===== config.mk =====
export PLATFORM = sky130hd
export DESIGN_NAME = acrb_reg_bank
export DESIGN_NICKNAME = d
export VERILOG_FILES = /design/src/acrb_pkg.sv /design/src/acrb_clk_div.sv /design/src/acrb_reg_bank.sv
export VERILOG_INCLUDE_DIRS = /design/src
export SDC_FILE = /design/constraint.sdc
export NUM_CORES = 1
export LEC_CHECK = 0
export BUFFER_PORTS_ARGS = -buffer_cell sky130_fd_sc_hd__buf_4
export CORE_UTILIZATION = 56
export CTS_CLUSTER_DIAMETER = 150
export DETAILED_ROUTE_END_ITERATION = 8
export PLACE_DENSITY = 0.76
export SLEW_MARGIN = 0
export SYNTH_ARGS = -nofsm -noshare
export SYNTH_HDL_FRONTEND = slang
export SYNTH_SLANG_ARGS = --single-unit

===== constraint.sdc =====
create_clock -name clk_in -period 1.88 [get_ports clk_in]
set_clock_uncertainty 0.1 [all_clocks]
set_input_delay 0.376 -clock clk_in [delete_from_list [all_inputs] [get_ports clk_in]]
set_output_delay 0.376 -clock clk_in [all_outputs]
set_load 0.1 [all_outputs]

===== src/acrb_cfg.svh =====
// acrb_cfg.svh: addresses, field positions, reset values of the config bank
// assumes: included by bare name from the bank and divider sources
`ifndef ACRB_CFG_SVH
`define ACRB_CFG_SVH

// register addresses
`define ACRB_ADDR_PORT   8'h00
`define ACRB_ADDR_ID     8'h01
`define ACRB_ADDR_GRADE  8'h02
`define ACRB_ADDR_CHSEL  8'h05
`define ACRB_ADDR_PWR    8'h08
`define ACRB_ADDR_STAB   8'h09
`define ACRB_ADDR_DIV    8'h0B
`define ACRB_ADDR_XFER   8'hFF

// field positions
`define ACRB_LSB_HI      6
`define ACRB_LSB_LO      1
`define ACRB_SRST_HI     5
`define ACRB_SRST_LO     2
`define ACRB_PIN_FN_BIT  5
`define ACRB_XFER_BIT    0
`define ACRB_PHASE_LSB   3
`define ACRB_GRADE_LSB   4

// reset values
`define ACRB_RST_PORT    8'h18
`define ACRB_RST_CHSEL   2'h3
`define ACRB_RST_PIN_FN  1'h0
`define ACRB_RST_STAB    1'h1
`define ACRB_RST_RATIO   3'h0
`define ACRB_RST_PHASE   3'h0

`endif


===== src/acrb_pkg.sv =====
// acrb_pkg.sv: types shared by the config bank and its clock divider
// assumes: nothing beyond a SystemVerilog compiler
package acrb_pkg;
    // per-channel power mode field
    typedef enum logic [1:0] {
        acrb_pm_normal  = 2'h0,
        acrb_pm_down    = 2'h1,
        acrb_pm_standby = 2'h2,
        acrb_pm_spare   = 2'h3
    } acrb_pm_t;
    // divide ratio and phase delay codes
    typedef logic [2:0] acrb_div_t;
endpackage : acrb_pkg


===== src/acrb_clk_div.sv =====
// acrb_clk_div.sv: input clock divider, emits a one-cycle enable
// assumes: ratio and phase stay steady between load pulses
`include "acrb_cfg.svh"
`timescale 1ns/10ps
`default_nettype none
module acrb_clk_div
    import acrb_pkg::*;
(
    input  wire logic      clk_in,
    input  wire logic      rst_in,
    input  wire logic      load_in,
    input  wire acrb_div_t ratio_in,
    input  wire acrb_div_t phase_in,
    output var  logic      en_out
);
    acrb_div_t cnt;   // position inside one divided period
    acrb_div_t dly;   // phase delay still to run

    // delay by phase, then pulse once every ratio plus one cycles
    always_ff @(posedge clk_in or posedge rst_in) begin
        if (rst_in) begin
            cnt    <= 3'h0;
            dly    <= 3'h0;
            en_out <= 1'b0;
        end else if (load_in) begin
            // restart so that new settings take hold from a known phase
            cnt    <= 3'h0;
            dly    <= phase_in;
            en_out <= 1'b0;
        end else if (dly != 3'h0) begin
            dly    <= dly - 3'h1;
            en_out <= 1'b0;
        end else begin
            en_out <= (cnt == 3'h0);
            cnt    <= (cnt == ratio_in) ? 3'h0 : cnt + 3'h1;
        end
    end
endmodule : acrb_clk_div
`default_nettype wire


===== src/acrb_reg_bank.sv =====
// acrb_reg_bank.sv: configuration register bank of a dual converter
// assumes: serial framing logic on clk_in drives the word-wide access port
//
// Function
// unmapped addresses and bits ignored, read zero
// port setup resets 0x18, fixed bits
// shift order and soft reset mirrored
// channel select resets 0x03, picks targets
// chip-wide registers ignore channel select
// pin function bit picks power-down or standby
// shadowed registers act only on transfer
// writing transfer applies all, bit autoclears
// both selected: write both, read A
// soft reset reloads default values
// divider ratio, phase; nonzero ratio forces stabilizer
`include "acrb_cfg.svh"
`timescale 1ns/10ps
`default_nettype none
module acrb_reg_bank
    import acrb_pkg::*;
#(
    parameter logic [7:0] PART_IDENTIFIER     = 8'h5A,  // arbitrary identity value
    parameter logic [1:0] SPEED_GRADE = 2'h0    // grade code read back
) (
    input  wire logic       clk_in,
    input  wire logic       rst_in,
    input  wire logic       reg_wr_in,
    input  wire logic       reg_rd_in,
    input  wire logic [7:0] reg_addr_in,
    input  wire logic [7:0] reg_wdata_in,
    input  wire logic       pwdn_pin_in,
    output var  logic [7:0] reg_rdata_out,
    output var  logic       reg_rvalid_out,
    output var  logic       lsb_first_out,
    output var  logic [1:0] power_down_out,
    output var  logic [1:0] standby_out,
    output var  logic       duty_cycle_stabilizer_out,
    output logic            div_clk_en_out
);
    logic       lsb_first;        // shift order, mirrored at bits 6 and 1
    logic [1:0] chan_sel;         // bit 0 channel A, bit 1 channel B
    acrb_pm_t   pm_shadow [2];    // power mode as written
    acrb_pm_t   pm_act    [2];    // power mode in effect
    logic [1:0] pfn_shadow;       // pin function as written
    logic [1:0] pfn_act;          // pin function in effect
    logic       dcs_shadow;       // stabilizer enable as written
    logic       dcs_act;          // stabilizer enable in effect
    acrb_div_t  ratio_shadow;     // divide ratio as written
    acrb_div_t  ratio_act;        // divide ratio in effect
    acrb_div_t  phase_shadow;     // phase delay as written
    acrb_div_t  phase_act;        // phase delay in effect
    logic       xfer_bit;         // transfer flag, clears itself
    logic       div_load;         // restarts divider after an update
    logic       pwdn_meta;        // pin synchroniser first stage
    logic       pwdn_sync;        // pin synchroniser second stage
    logic [7:0] next_rdata;       // read mux result
    logic       rd_ch;            // channel whose local value is read

    // access decode
    wire wr_port  = reg_wr_in && reg_addr_in == `ACRB_ADDR_PORT;
    wire wr_chsel = reg_wr_in && reg_addr_in == `ACRB_ADDR_CHSEL;
    wire wr_pwr   = reg_wr_in && reg_addr_in == `ACRB_ADDR_PWR;
    wire wr_stab  = reg_wr_in && reg_addr_in == `ACRB_ADDR_STAB;
    wire wr_div   = reg_wr_in && reg_addr_in == `ACRB_ADDR_DIV;
    // either mirrored soft reset bit starts a reload
    wire soft_req = wr_port && (reg_wdata_in[`ACRB_SRST_HI] ||
                                reg_wdata_in[`ACRB_SRST_LO]);
    wire xfer_req = reg_wr_in && reg_addr_in == `ACRB_ADDR_XFER &&
                    reg_wdata_in[`ACRB_XFER_BIT];
    wire mapped   = reg_addr_in == `ACRB_ADDR_PORT  ||
                    reg_addr_in == `ACRB_ADDR_ID    ||
                    reg_addr_in == `ACRB_ADDR_GRADE ||
                    reg_addr_in == `ACRB_ADDR_CHSEL ||
                    reg_addr_in == `ACRB_ADDR_PWR   ||
                    reg_addr_in == `ACRB_ADDR_STAB  ||
                    reg_addr_in == `ACRB_ADDR_DIV   ||
                    reg_addr_in == `ACRB_ADDR_XFER;

    // port setup: shift order, soft reset reloads default
    always_ff @(posedge clk_in or posedge rst_in) begin
        if (rst_in) begin
            lsb_first <= 1'b0;
        end else if (soft_req) begin
            lsb_first <= 1'b0;
        end else if (wr_port) begin
            // either copy of the bit sets it, so both orders decode alike
            lsb_first <= reg_wdata_in[`ACRB_LSB_HI] ||
                         reg_wdata_in[`ACRB_LSB_LO];
        end
    end

    // channel select, chip-wide and not shadowed
    always_ff @(posedge clk_in or posedge rst_in) begin
        if (rst_in) begin
            chan_sel <= `ACRB_RST_CHSEL;
        end else if (soft_req) begin
            chan_sel <= `ACRB_RST_CHSEL;
        end else if (wr_chsel) begin
            chan_sel <= reg_wdata_in[1:0];
        end
    end

    // per-channel shadow and active power settings
    for (genvar ch = 0; ch < 2; ch++) begin : g_chan
        // shadow copy written only when this channel is selected
        always_ff @(posedge clk_in or posedge rst_in) begin
            if (rst_in) begin
                pm_shadow[ch]  <= acrb_pm_normal;
                pfn_shadow[ch] <= `ACRB_RST_PIN_FN;
            end else if (soft_req) begin
                pm_shadow[ch]  <= acrb_pm_normal;
                pfn_shadow[ch] <= `ACRB_RST_PIN_FN;
            end else if (wr_pwr && chan_sel[ch]) begin
                pm_shadow[ch]  <= acrb_pm_t'(reg_wdata_in[1:0]);
                pfn_shadow[ch] <= reg_wdata_in[`ACRB_PIN_FN_BIT];
            end
        end
        // active copy follows shadow only on transfer
        always_ff @(posedge clk_in or posedge rst_in) begin
            if (rst_in) begin
                pm_act[ch]  <= acrb_pm_normal;
                pfn_act[ch] <= `ACRB_RST_PIN_FN;
            end else if (soft_req) begin
                pm_act[ch]  <= acrb_pm_normal;
                pfn_act[ch] <= `ACRB_RST_PIN_FN;
            end else if (xfer_req) begin
                pm_act[ch]  <= pm_shadow[ch];
                pfn_act[ch] <= pfn_shadow[ch];
            end
        end
        // pin asserted: clear bit gives power-down, set bit standby
        always_ff @(posedge clk_in or posedge rst_in) begin
            if (rst_in) begin
                power_down_out[ch] <= 1'b0;
                standby_out[ch]    <= 1'b0;
            end else begin
                power_down_out[ch] <= pm_act[ch] == acrb_pm_down ||
                                      (pwdn_sync && !pfn_act[ch]);
                standby_out[ch]    <= pm_act[ch] != acrb_pm_down &&
                                      (pm_act[ch] == acrb_pm_standby ||
                                       (pwdn_sync && pfn_act[ch]));
            end
        end
    end

    // chip-wide shadows, written whatever the channel select
    always_ff @(posedge clk_in or posedge rst_in) begin
        if (rst_in) begin
            dcs_shadow   <= `ACRB_RST_STAB;
            ratio_shadow <= `ACRB_RST_RATIO;
            phase_shadow <= `ACRB_RST_PHASE;
        end else if (soft_req) begin
            dcs_shadow   <= `ACRB_RST_STAB;
            ratio_shadow <= `ACRB_RST_RATIO;
            phase_shadow <= `ACRB_RST_PHASE;
        end else begin
            if (wr_stab) begin
                dcs_shadow <= reg_wdata_in[0];
            end
            if (wr_div) begin
                ratio_shadow <= reg_wdata_in[2:0];
                phase_shadow <= reg_wdata_in[`ACRB_PHASE_LSB +: 3];
            end
        end
    end

    // chip-wide active copies, loaded together on transfer
    always_ff @(posedge clk_in or posedge rst_in) begin
        if (rst_in) begin
            dcs_act   <= `ACRB_RST_STAB;
            ratio_act <= `ACRB_RST_RATIO;
            phase_act <= `ACRB_RST_PHASE;
        end else if (soft_req) begin
            dcs_act   <= `ACRB_RST_STAB;
            ratio_act <= `ACRB_RST_RATIO;
            phase_act <= `ACRB_RST_PHASE;
        end else if (xfer_req) begin
            dcs_act   <= dcs_shadow;
            ratio_act <= ratio_shadow;
            phase_act <= phase_shadow;
        end
    end

    // transfer flag: set for one cycle, then clears itself
    always_ff @(posedge clk_in or posedge rst_in) begin
        if (rst_in) begin
            xfer_bit <= 1'b0;
            div_load <= 1'b0;
        end else begin
            xfer_bit <= xfer_req;
            div_load <= xfer_req || soft_req;
        end
    end

    // power-down pin crosses in through two flip-flops
    always_ff @(posedge clk_in or posedge rst_in) begin
        if (rst_in) begin
            pwdn_meta <= 1'b0;
            pwdn_sync <= 1'b0;
        end else begin
            pwdn_meta <= pwdn_pin_in;
            pwdn_sync <= pwdn_meta;
        end
    end

    // stabilizer output, forced on by any division
    always_ff @(posedge clk_in or posedge rst_in) begin
        if (rst_in) begin
            duty_cycle_stabilizer_out <= `ACRB_RST_STAB;
            lsb_first_out             <= 1'b0;
        end else begin
            duty_cycle_stabilizer_out <= dcs_act ||
                                         ratio_act != 3'h0;
            lsb_first_out             <= lsb_first;
        end
    end

    // read mux: local reads favour channel A when both selected
    always_comb begin
        rd_ch = !chan_sel[0] && chan_sel[1];
        unique case (reg_addr_in)
            `ACRB_ADDR_PORT: begin
                next_rdata = `ACRB_RST_PORT;
                next_rdata[`ACRB_LSB_HI] = lsb_first;
                next_rdata[`ACRB_LSB_LO] = lsb_first;
            end
            `ACRB_ADDR_ID:    next_rdata = PART_IDENTIFIER;
            `ACRB_ADDR_GRADE: begin
                next_rdata = 8'h00;
                next_rdata[`ACRB_GRADE_LSB +: 2] = SPEED_GRADE;
            end
            `ACRB_ADDR_CHSEL: next_rdata = {6'h00, chan_sel};
            `ACRB_ADDR_PWR:   begin
                next_rdata = {6'h00, pm_shadow[rd_ch]};
                next_rdata[`ACRB_PIN_FN_BIT] = pfn_shadow[rd_ch];
            end
            `ACRB_ADDR_STAB:  next_rdata = {7'h00, dcs_shadow};
            `ACRB_ADDR_DIV:   next_rdata = {2'h0, phase_shadow,
                                            ratio_shadow};
            `ACRB_ADDR_XFER:  next_rdata = {7'h00, xfer_bit};
            default:          next_rdata = 8'h00;
        endcase
    end

    // read data registered one cycle after the strobe
    always_ff @(posedge clk_in or posedge rst_in) begin
        if (rst_in) begin
            reg_rdata_out  <= 8'h00;
            reg_rvalid_out <= 1'b0;
        end else begin
            reg_rvalid_out <= reg_rd_in;
            if (reg_rd_in) begin
                reg_rdata_out <= next_rdata;
            end
        end
    end

    // divider runs from the active ratio and phase
    acrb_clk_div u_div (
        .clk_in   (clk_in),
        .rst_in   (rst_in),
        .load_in  (div_load),
        .ratio_in (ratio_act),
        .phase_in (phase_act),
        .en_out   (div_clk_en_out)
    );
endmodule : acrb_reg_bank
`default_nettype wire


==> results of run 1 <==
## state kept, by name (all words and copies together), names as in the netlist, 2 cells and up
signal / cells
phase_shadow: 3
pfn_shadow: 2
u_div.dly: 3
reg_rdata_out: 7
standby_out: 2
power_down_out: 2
u_div.cnt: 3
pm_act: 4
pm_shadow: 4
phase_act: 3
pfn_act: 2
ratio_act: 3
ratio_shadow: 3
chan_sel: 2
## worst register-to-register path: cells and delay by family, from the launching register on
family | cells | cell delay, ps
AOI/OAI and AO/OA | 2 | 370
muxes | 1 | 210
DFF | 1 | 560
and+or+nand+nor | 2 | 300
## layout make-up
type | instances | area (sq um) | share of cell area
tap | 50 | 62.6 | 0.0209
timing repair buffer | 44 | 372 | 0.124
inverter | 12 | 45.0 | 0.0151
clock buffer | 7 | 76.3 | 0.0256
clock inverter | 1 | 7.51 | 0.00251
multi-input combinational | 165 | 1070 | 0.357
sequential | 54 | 1360 | 0.455
## routing by layer
metal | global-route usage | share of wire
met5 | 0 | 0
met2 | 0.366 | 0.50
met1 | 0.299 | 0.46
met3 | 0.0543 | 0.026
met4 | 0.0689 | 0.0096
## power by group
part | switching, uW | internal, uW
clock | 355 | 264
sequential | 49.0 | 1250
combinational | 353 | 186
total | 757 | 1700
## synthesized netlist by cell type (2+ instances only)
master    instances  share of area
o21ai_0          11          0.022
xnor2_1           4          0.014
dfrtp_1          49           0.49
or4_1             2         0.0060
and2_1            2         0.0050
mux2i_1          24          0.096
nand4b_1          2         0.0070
nand2b_1          3         0.0075
a21oi_1          13          0.026
and3_1            2         0.0050
nor2b_1           2         0.0050
nor2_1           29          0.044
buf_4             4          0.012
nand3_1          13          0.026
inv_1            12          0.018
ha_1              4          0.020
dfstp_2           5          0.053
clkbuf_1          5         0.0075
nand2_1          27          0.041
buf_2             3         0.0060
o22ai_1           3         0.0075
nor3_1            2         0.0040
## path summary, 6_finish.rpt
| kind | slack (ps) | end |
|---|---|---|
| min in group clk_in | 70 | pwdn_meta |
| worst max register to register | 230 | reg_rdata_out[1] |
| worst min-delay path | 10 | standby_out[1] |
| worst max-delay path | 60 | pfn_shadow[1] |
| worst min register to register | 250 | pwdn_sync |
| max in group asynchronous | 1380 | chan_sel[1] |
## per-stage QoR
step,worst slack [ps],utilization,instances,TNS [ps]
2_1_floorplan,-81.1,-,243,-1890
3_3_place_gp,-235,0.698,325,-6360
3_5_place_dp,-283,0.698,325,-7050
4_1_cts,49.4,0.719,333,0
5_1_grt,-11.6,0.721,333,-11.6
6_report,61.6,0.721,333,0
## cells by family (layout without fill, tap and decap cells)
group | after synthesis | count (layout) | synth area share
adders and majority gates | 5 | 5 | 0.0240
and+or+nand+nor | 93 | 93 | 0.183
buffers and inverters | 24 | 64 | 0.0435
DFF | 54 | 54 | 0.543
other | 1 | 1 | 0.00150
muxes | 25 | 25 | 0.101
AOI/OAI and AO/OA | 37 | 37 | 0.0911
xor gates and xnor gates | 4 | 4 | 0.0140
==> metrics.md, run 1 <==
| Metric | Value |
|---|---|
| Cell Pwr Density | `822 nW/um^2` |
| Vias in the first global route | `1,654` |
| Hold Slack | `11.3 ps` |
| Clk slew on worst S/H paths | `90 ps` |
| Core ar. | `4140 sq um` |
| Number of synthesized register bits | `54` |
| Setup bufs post-CTS | `0` |
| Root Driver | `clkbuf_8` |
| FMAX | `0.550 GHz` |
| Commonest non-fill, non-tap cell in the layout | `dfrtp_1` |
| Antenna Cells | `0` |
| # nets final | `307` |
| Cells after Synth | `243` |
| Top delay family on crit path | `simple AND/OR/NAND/NOR gates` |
| Initial Util | `0.604` |
| TritonRoute pass-1 iters | `4` |
| Synth Flop Type | `dfrtp_1` |
| Layout cells sized above 1 | `0.233` |
| Clock Path Buffers | `2` |
| Worst path cell trace | `buf_4 -> or4_4 -> nor4b_4 -> o211ai_2 -> nand3_1 -> o21ai_1` |
| Total grt overflow | `0` |
| Kind of critical path | `in2reg` |
| GRT Overall Usage | `0.226` |
| Worst endpoint data arrival time | `1910 ps` |
| Row count | `23` |
| Vias per cell | `5.42` |
| Total nets after synthesis | `268` |
| Hold Crit Class | `in2async` |
| Max Cap Viol | `0` |
| R2r startpoint | `chan_sel[1]` |
| Sequential area share after synthesis | `0.543` |
| H-tree depth | `2` |
| Highest ir drop seen on vdd | `0.501 mV` |
| Crit Path Max Fanout | `9` |
| Yosys warnings | `0` |
| Count of port buffers added during placement | `34` |
| DRT Wirelength | `4.80 mm` |
| Worst setup SP type | `primary input` |
| Fin crit share | `0.967` |
| Final setup fails | `0` |
| Most frequent cells in the layout | `dfrtp_1, buf_4, nor2_1` |
| Filler cells | `317` |
| Ys async rst share | `1.00` |
| Initial DRC Count | `84` |
| Die Wd | `68.8 um` |
| Finished Cell Area | `2990 sq um` |
| Crit-path max cell delay | `570 ps` |
| Reg2Reg Depth | `5` |
| Slew Limit Fails | `0` |
| P&R area growth vs syn | `19.4%` |
| Num CTS Buffers | `5` |
| Drt drc | `0` |
| Crit. Startpoint | `reg_addr_in[4]` |
| Relative slew slack | `0.642` |
| Synth Area per Inst | `10.3 sq um` |
| CP endpoint kind | `flop` |
| Die H | `68.8 um` |
| DIE AREA | `4740 sq um` |
| Hold buffers post-CTS | `0` |
| Initial antenna violation count | `0` |
| Post-synth EDFFs | `0` |
| Leakage | `0.00144 uW` |
| Io pins | `37` |
| CTS resizes | `0` |
| Crit-path slowest cell | `or4_4` |
| Clk Latency, worst-skew pair | `300 ps` |
| Final Hold Fails | `0` |
| Critical Path RT | `1970 ps` |
| Stages on worst setup path | `6` |
| Post-DR wirelength/cell | `14.4 um` |
| RSZ-0062 raised after global routing | `true` |
| Detailed placer's ending HPWL | `3.42 mm` |
| Cell area after placement | `2890 sq um` |
| First-pass GRT wire length | `7.59 mm` |
| Yosys cell types | `44` |
| Worst-Margin Slew | `523 ps` |
| Crit path buffers/inverters | `1` |
| Post-route minimum period | `1820 ps` |
| Tot Pwr | `2450 uW` |
| Post-Synthesis Cell Area | `2500 sq um` |
| Routability cong. | `0.870` |
| Largest net degree at the start of global routing | `55` |
| Outcome | `finished clean` |
| CTS sink count | `54` |
| Post-route antenna net violation count | `0` |
| Vias | `1,806` |
| CTS tree | `built` |
Note: power is estimated with default switching activity, not from simulation.
==> run 2: changes to the inputs <==
--- a/config.mk
+++ b/config.mk
@@ -7,11 +7,13 @@
 export NUM_CORES = 1
 export LEC_CHECK = 0
 export BUFFER_PORTS_ARGS = -buffer_cell sky130_fd_sc_hd__buf_4
-export CORE_UTILIZATION = 56
+export CORE_UTILIZATION = 57
 export CTS_CLUSTER_DIAMETER = 150
 export DETAILED_ROUTE_END_ITERATION = 8
+export MAX_ROUTING_LAYER = met4
 export PLACE_DENSITY = 0.76
 export SLEW_MARGIN = 0
 export SYNTH_ARGS = -nofsm -noshare
 export SYNTH_HDL_FRONTEND = slang
+export SYNTH_HIERARCHICAL = 1
 export SYNTH_SLANG_ARGS = --single-unit
==> metrics.md, run 2 <==
| Metric | Value |
|---|---|
| Vias | `1,978 (was 1,806)` |
| Setup TNS | `0 ps (unchanged)` |
| Setup WS pre-CTS | `-208 ps (was -283 ps)` |
| Clock Path Buffers | `2 (unchanged)` |
| Cells after Synth | `250 (was 243)` |
| Hold Slack | `73.6 ps (was 11.3 ps)` |
| Critical Path RT | `2000 ps (was 1970 ps)` |
| Routability cong. | `0.880 (was 0.870)` |
| Drt drc | `0 (unchanged)` |
| Final setup fails | `0 (unchanged)` |
| Max FFs per register | `7 (unchanged)` |
| Hold Crit Class | `in2reg (was in2async)` |
| Post-synth EDFFs | `0 (unchanged)` |
| Final Core Density | `0.704 (was 0.721)` |
| Kind of critical path | `in2reg (unchanged)` |
| Worst endpoint data arrival time | `1880 ps (was 1910 ps)` |
| Post-Synthesis Cell Area | `2640 sq um (was 2500 sq um)` |
| Clk slew on worst S/H paths | `90 ps (about the same)` |
| Setup bufs post-CTS | `0 (unchanged)` |
| Setup ws final | `126 ps (was 61.6 ps)` |
| CTS tree | `built (unchanged)` |
| Die Wd | `70.0 um (was 68.8 um)` |
| Cell count after placement | `341 (was 325)` |
| RSZ-0062 raised after global routing | `false (was true)` |
| CP endpoint kind | `flop (unchanged)` |
| Number of synthesized register bits | `54 (unchanged)` |
| Largest area contributor in the netlist | `dfrtp_1 (unchanged)` |
| XOR/XNOR Fraction of Synth Area | `0.0133 (was 0.0140)` |
| CTS resizes | `0 (unchanged)` |
| Initial DRC Count | `118 (was 84)` |
| Synth Area per Inst | `10.5 sq um (was 10.3 sq um)` |
| Biggest register | `reg_rdata_out (unchanged)` |
| Vias per cell | `5.65 (was 5.42)` |
| Detailed placer's ending HPWL | `3.82 mm (was 3.42 mm)` |
| Synth top cells by count | `dfrtp_1, nor2_1, mux2i_1 (was dfrtp_1, nor2_1, nand2_1)` |
| Io pins | `37 (unchanged)` |
| Initial antenna violation count | `0 (unchanged)` |
| Ys async rst share | `1.00 (unchanged)` |
| Hold path cells | `1` |
| Cell Count, Final, Fillers Out | `350 (was 333)` |
| Largest net degree at the start of global routing | `48 (was 55)` |
| Compound-Gate Fraction of Synth Area | `0.0831 (was 0.0910)` |
| Post-route antenna net violation count | `0 (unchanged)` |
| Most frequent cells in the layout | `buf_4, dfrtp_1, nor2_1 (was dfrtp_1, buf_4, nor2_1)` |
| Simple-gate portion of the synthesized area | `0.212 (was 0.183)` |
| Synth Area in Adders | `0.0190 (was 0.0240)` |
| Final Hold Fails | `0 (unchanged)` |
| Worst setup SP type | `primary input (unchanged)` |
| Num CTS Buffers | `5 (unchanged)` |
| Cell Pwr Density | `825 nW/um^2 (was 822 nW/um^2)` |
| Layout cells sized above 1 | `0.265 (was 0.233)` |
| Synth Flop Type | `dfrtp_1 (unchanged)` |
| Die H | `70.0 um (was 68.8 um)` |
| Crit Path Max Fanout | `6 (was 9)` |
| Root Driver | `clkbuf_8 (unchanged)` |
| DRT Wirelength | `5.23 mm (was 4.80 mm)` |
| Row count | `24 (was 23)` |
| CTS sink count | `54 (unchanged)` |
| Core ar. | `4410 sq um (was 4140 sq um)` |
| Antenna Cells | `0 (unchanged)` |
| Count of port buffers added during placement | `34 (unchanged)` |
| Slew Limit Fails | `0 (unchanged)` |
| Reg2Reg Depth | `5 (unchanged)` |
| Top flop regs | `reg_rdata_out x7, pm_act x4, pm_shadow x4 (unchanged)` |
| Highest ir drop seen on vdd | `0.483 mV (was 0.501 mV)` |
| Post-DR wirelength/cell | `14.9 um (was 14.4 um)` |
| Most common cell in the synthesized netlist | `dfrtp_1 (unchanged)` |
| Outcome | `finished clean (unchanged)` |
| FMAX | `0.570 GHz (was 0.550 GHz)` |
| Total nets after synthesis | `275 (was 268)` |
| Total grt overflow | `0 (unchanged)` |
| Leakage | `0.00150 uW (was 0.00144 uW)` |
| Initial Util | `0.597 (was 0.604)` |
| Max Cap Viol | `0 (unchanged)` |
| Fin crit share | `0.933 (was 0.967)` |
| Hold buffers post-CTS | `1 (was 0)` |
| Clk Latency, worst-skew pair | `300 ps (about the same)` |
| TritonRoute pass-1 iters | `4 (unchanged)` |
| Largest family of logic cells by synthesized area | `simple AND/OR/NAND/NOR gates (unchanged)` |
| P&R area growth vs syn | `17.9% (was 19.4%)` |
| Yosys cell types | `48 (was 44)` |
| DIE AREA | `4900 sq um (was 4740 sq um)` |
| Vias in the first global route | `1,920 (was 1,654)` |
| Post-route minimum period | `1750 ps (was 1820 ps)` |
| Mux cell area share after synthesis | `0.0959 (was 0.101)` |
| Area share of the largest cell type after synthesis | `0.465 (was 0.490)` |
| Commonest non-fill, non-tap cell in the layout | `buf_4 (was dfrtp_1)` |
| GRT Overall Usage | `0.245 (was 0.226)` |
| # nets final | `322 (was 307)` |
| Top post-synthesis cells by area | `dfrtp_1, mux2i_1, dfstp_2 (unchanged)` |
| Filler cells | `355 (was 317)` |
| First-pass GRT wire length | `9.09 mm (was 7.59 mm)` |
| Yosys warnings | `6 (was 0)` |
| Sequential area share after synthesis | `0.515 (was 0.543)` |
| H-tree depth | `2 (unchanged)` |
run 2: where the power goes:
part	internal, uW	switching [uW]
combinational	229	407
clock	264	362
sequential	1250	52.4
total	1740	821
run 2: worst max-delay path: stages:
cell and delay (ps):
buf_4 110, or4_4 610, nor3b_4 260, and4b_1 240, mux2i_1 200, nand2_1 70
run 2: path summary, 6_finish.rpt:
check | from | end | slack [ps]
max in group asynchronous | rst_in | dcs_shadow | 820
worst max register to register | chan_sel[0] | reg_rdata_out[1] | 270
min in group asynchronous | rst_in | u_div/dly[0] | 480
worst max-delay path | reg_addr_in[7] | dcs_shadow | 130
worst min-delay path | pwdn_pin_in | pwdn_meta | 70
worst min register to register | pwdn_meta | pwdn_sync | 270
run 2: layer usage:
metal	GRT usage	vias up	routed length, um
met2	0.386	42	2600
met3	0.0433	7	211
li1	-	959	-
met5	-	-	0
met1	0.330	970	2360
met4	0.0667	0	58
run 2: through the flow:
stage | total power [uW] | instance area [sq um]
2_1_floorplan | 1820 | 2640
3_3_place_gp | 1930 | 3010
3_5_place_dp | 1970 | 3010
4_1_cts | 2590 | 3110
5_1_grt | 2690 | 3110
6_report | 2560 | 3110
run 2: area by class of cell:
| class | instances | area, sq um | area share |
|---|---|---|---|
| clock buffer | 7 | 76.3 | 0.0246 |
| clock inverter | 1 | 7.51 | 0.00242 |
| inverter | 15 | 56.3 | 0.0181 |
| multi-input combinational | 168 | 1120 | 0.360 |
| sequential | 54 | 1360 | 0.437 |
| tap | 52 | 65.1 | 0.0209 |
| timing repair buffer | 53 | 425 | 0.137 |
run 2: kinds of logic (layout without fill, tap and decap cells):
family          Yosys count  in the layout
flops                    54             54
compound gates           37             37
mux                      25             25
xor+xnor                  4              4
buf+inv                  28             76
other cells               1              1
simple gates             97             97
fa+ha+maj                 4              4
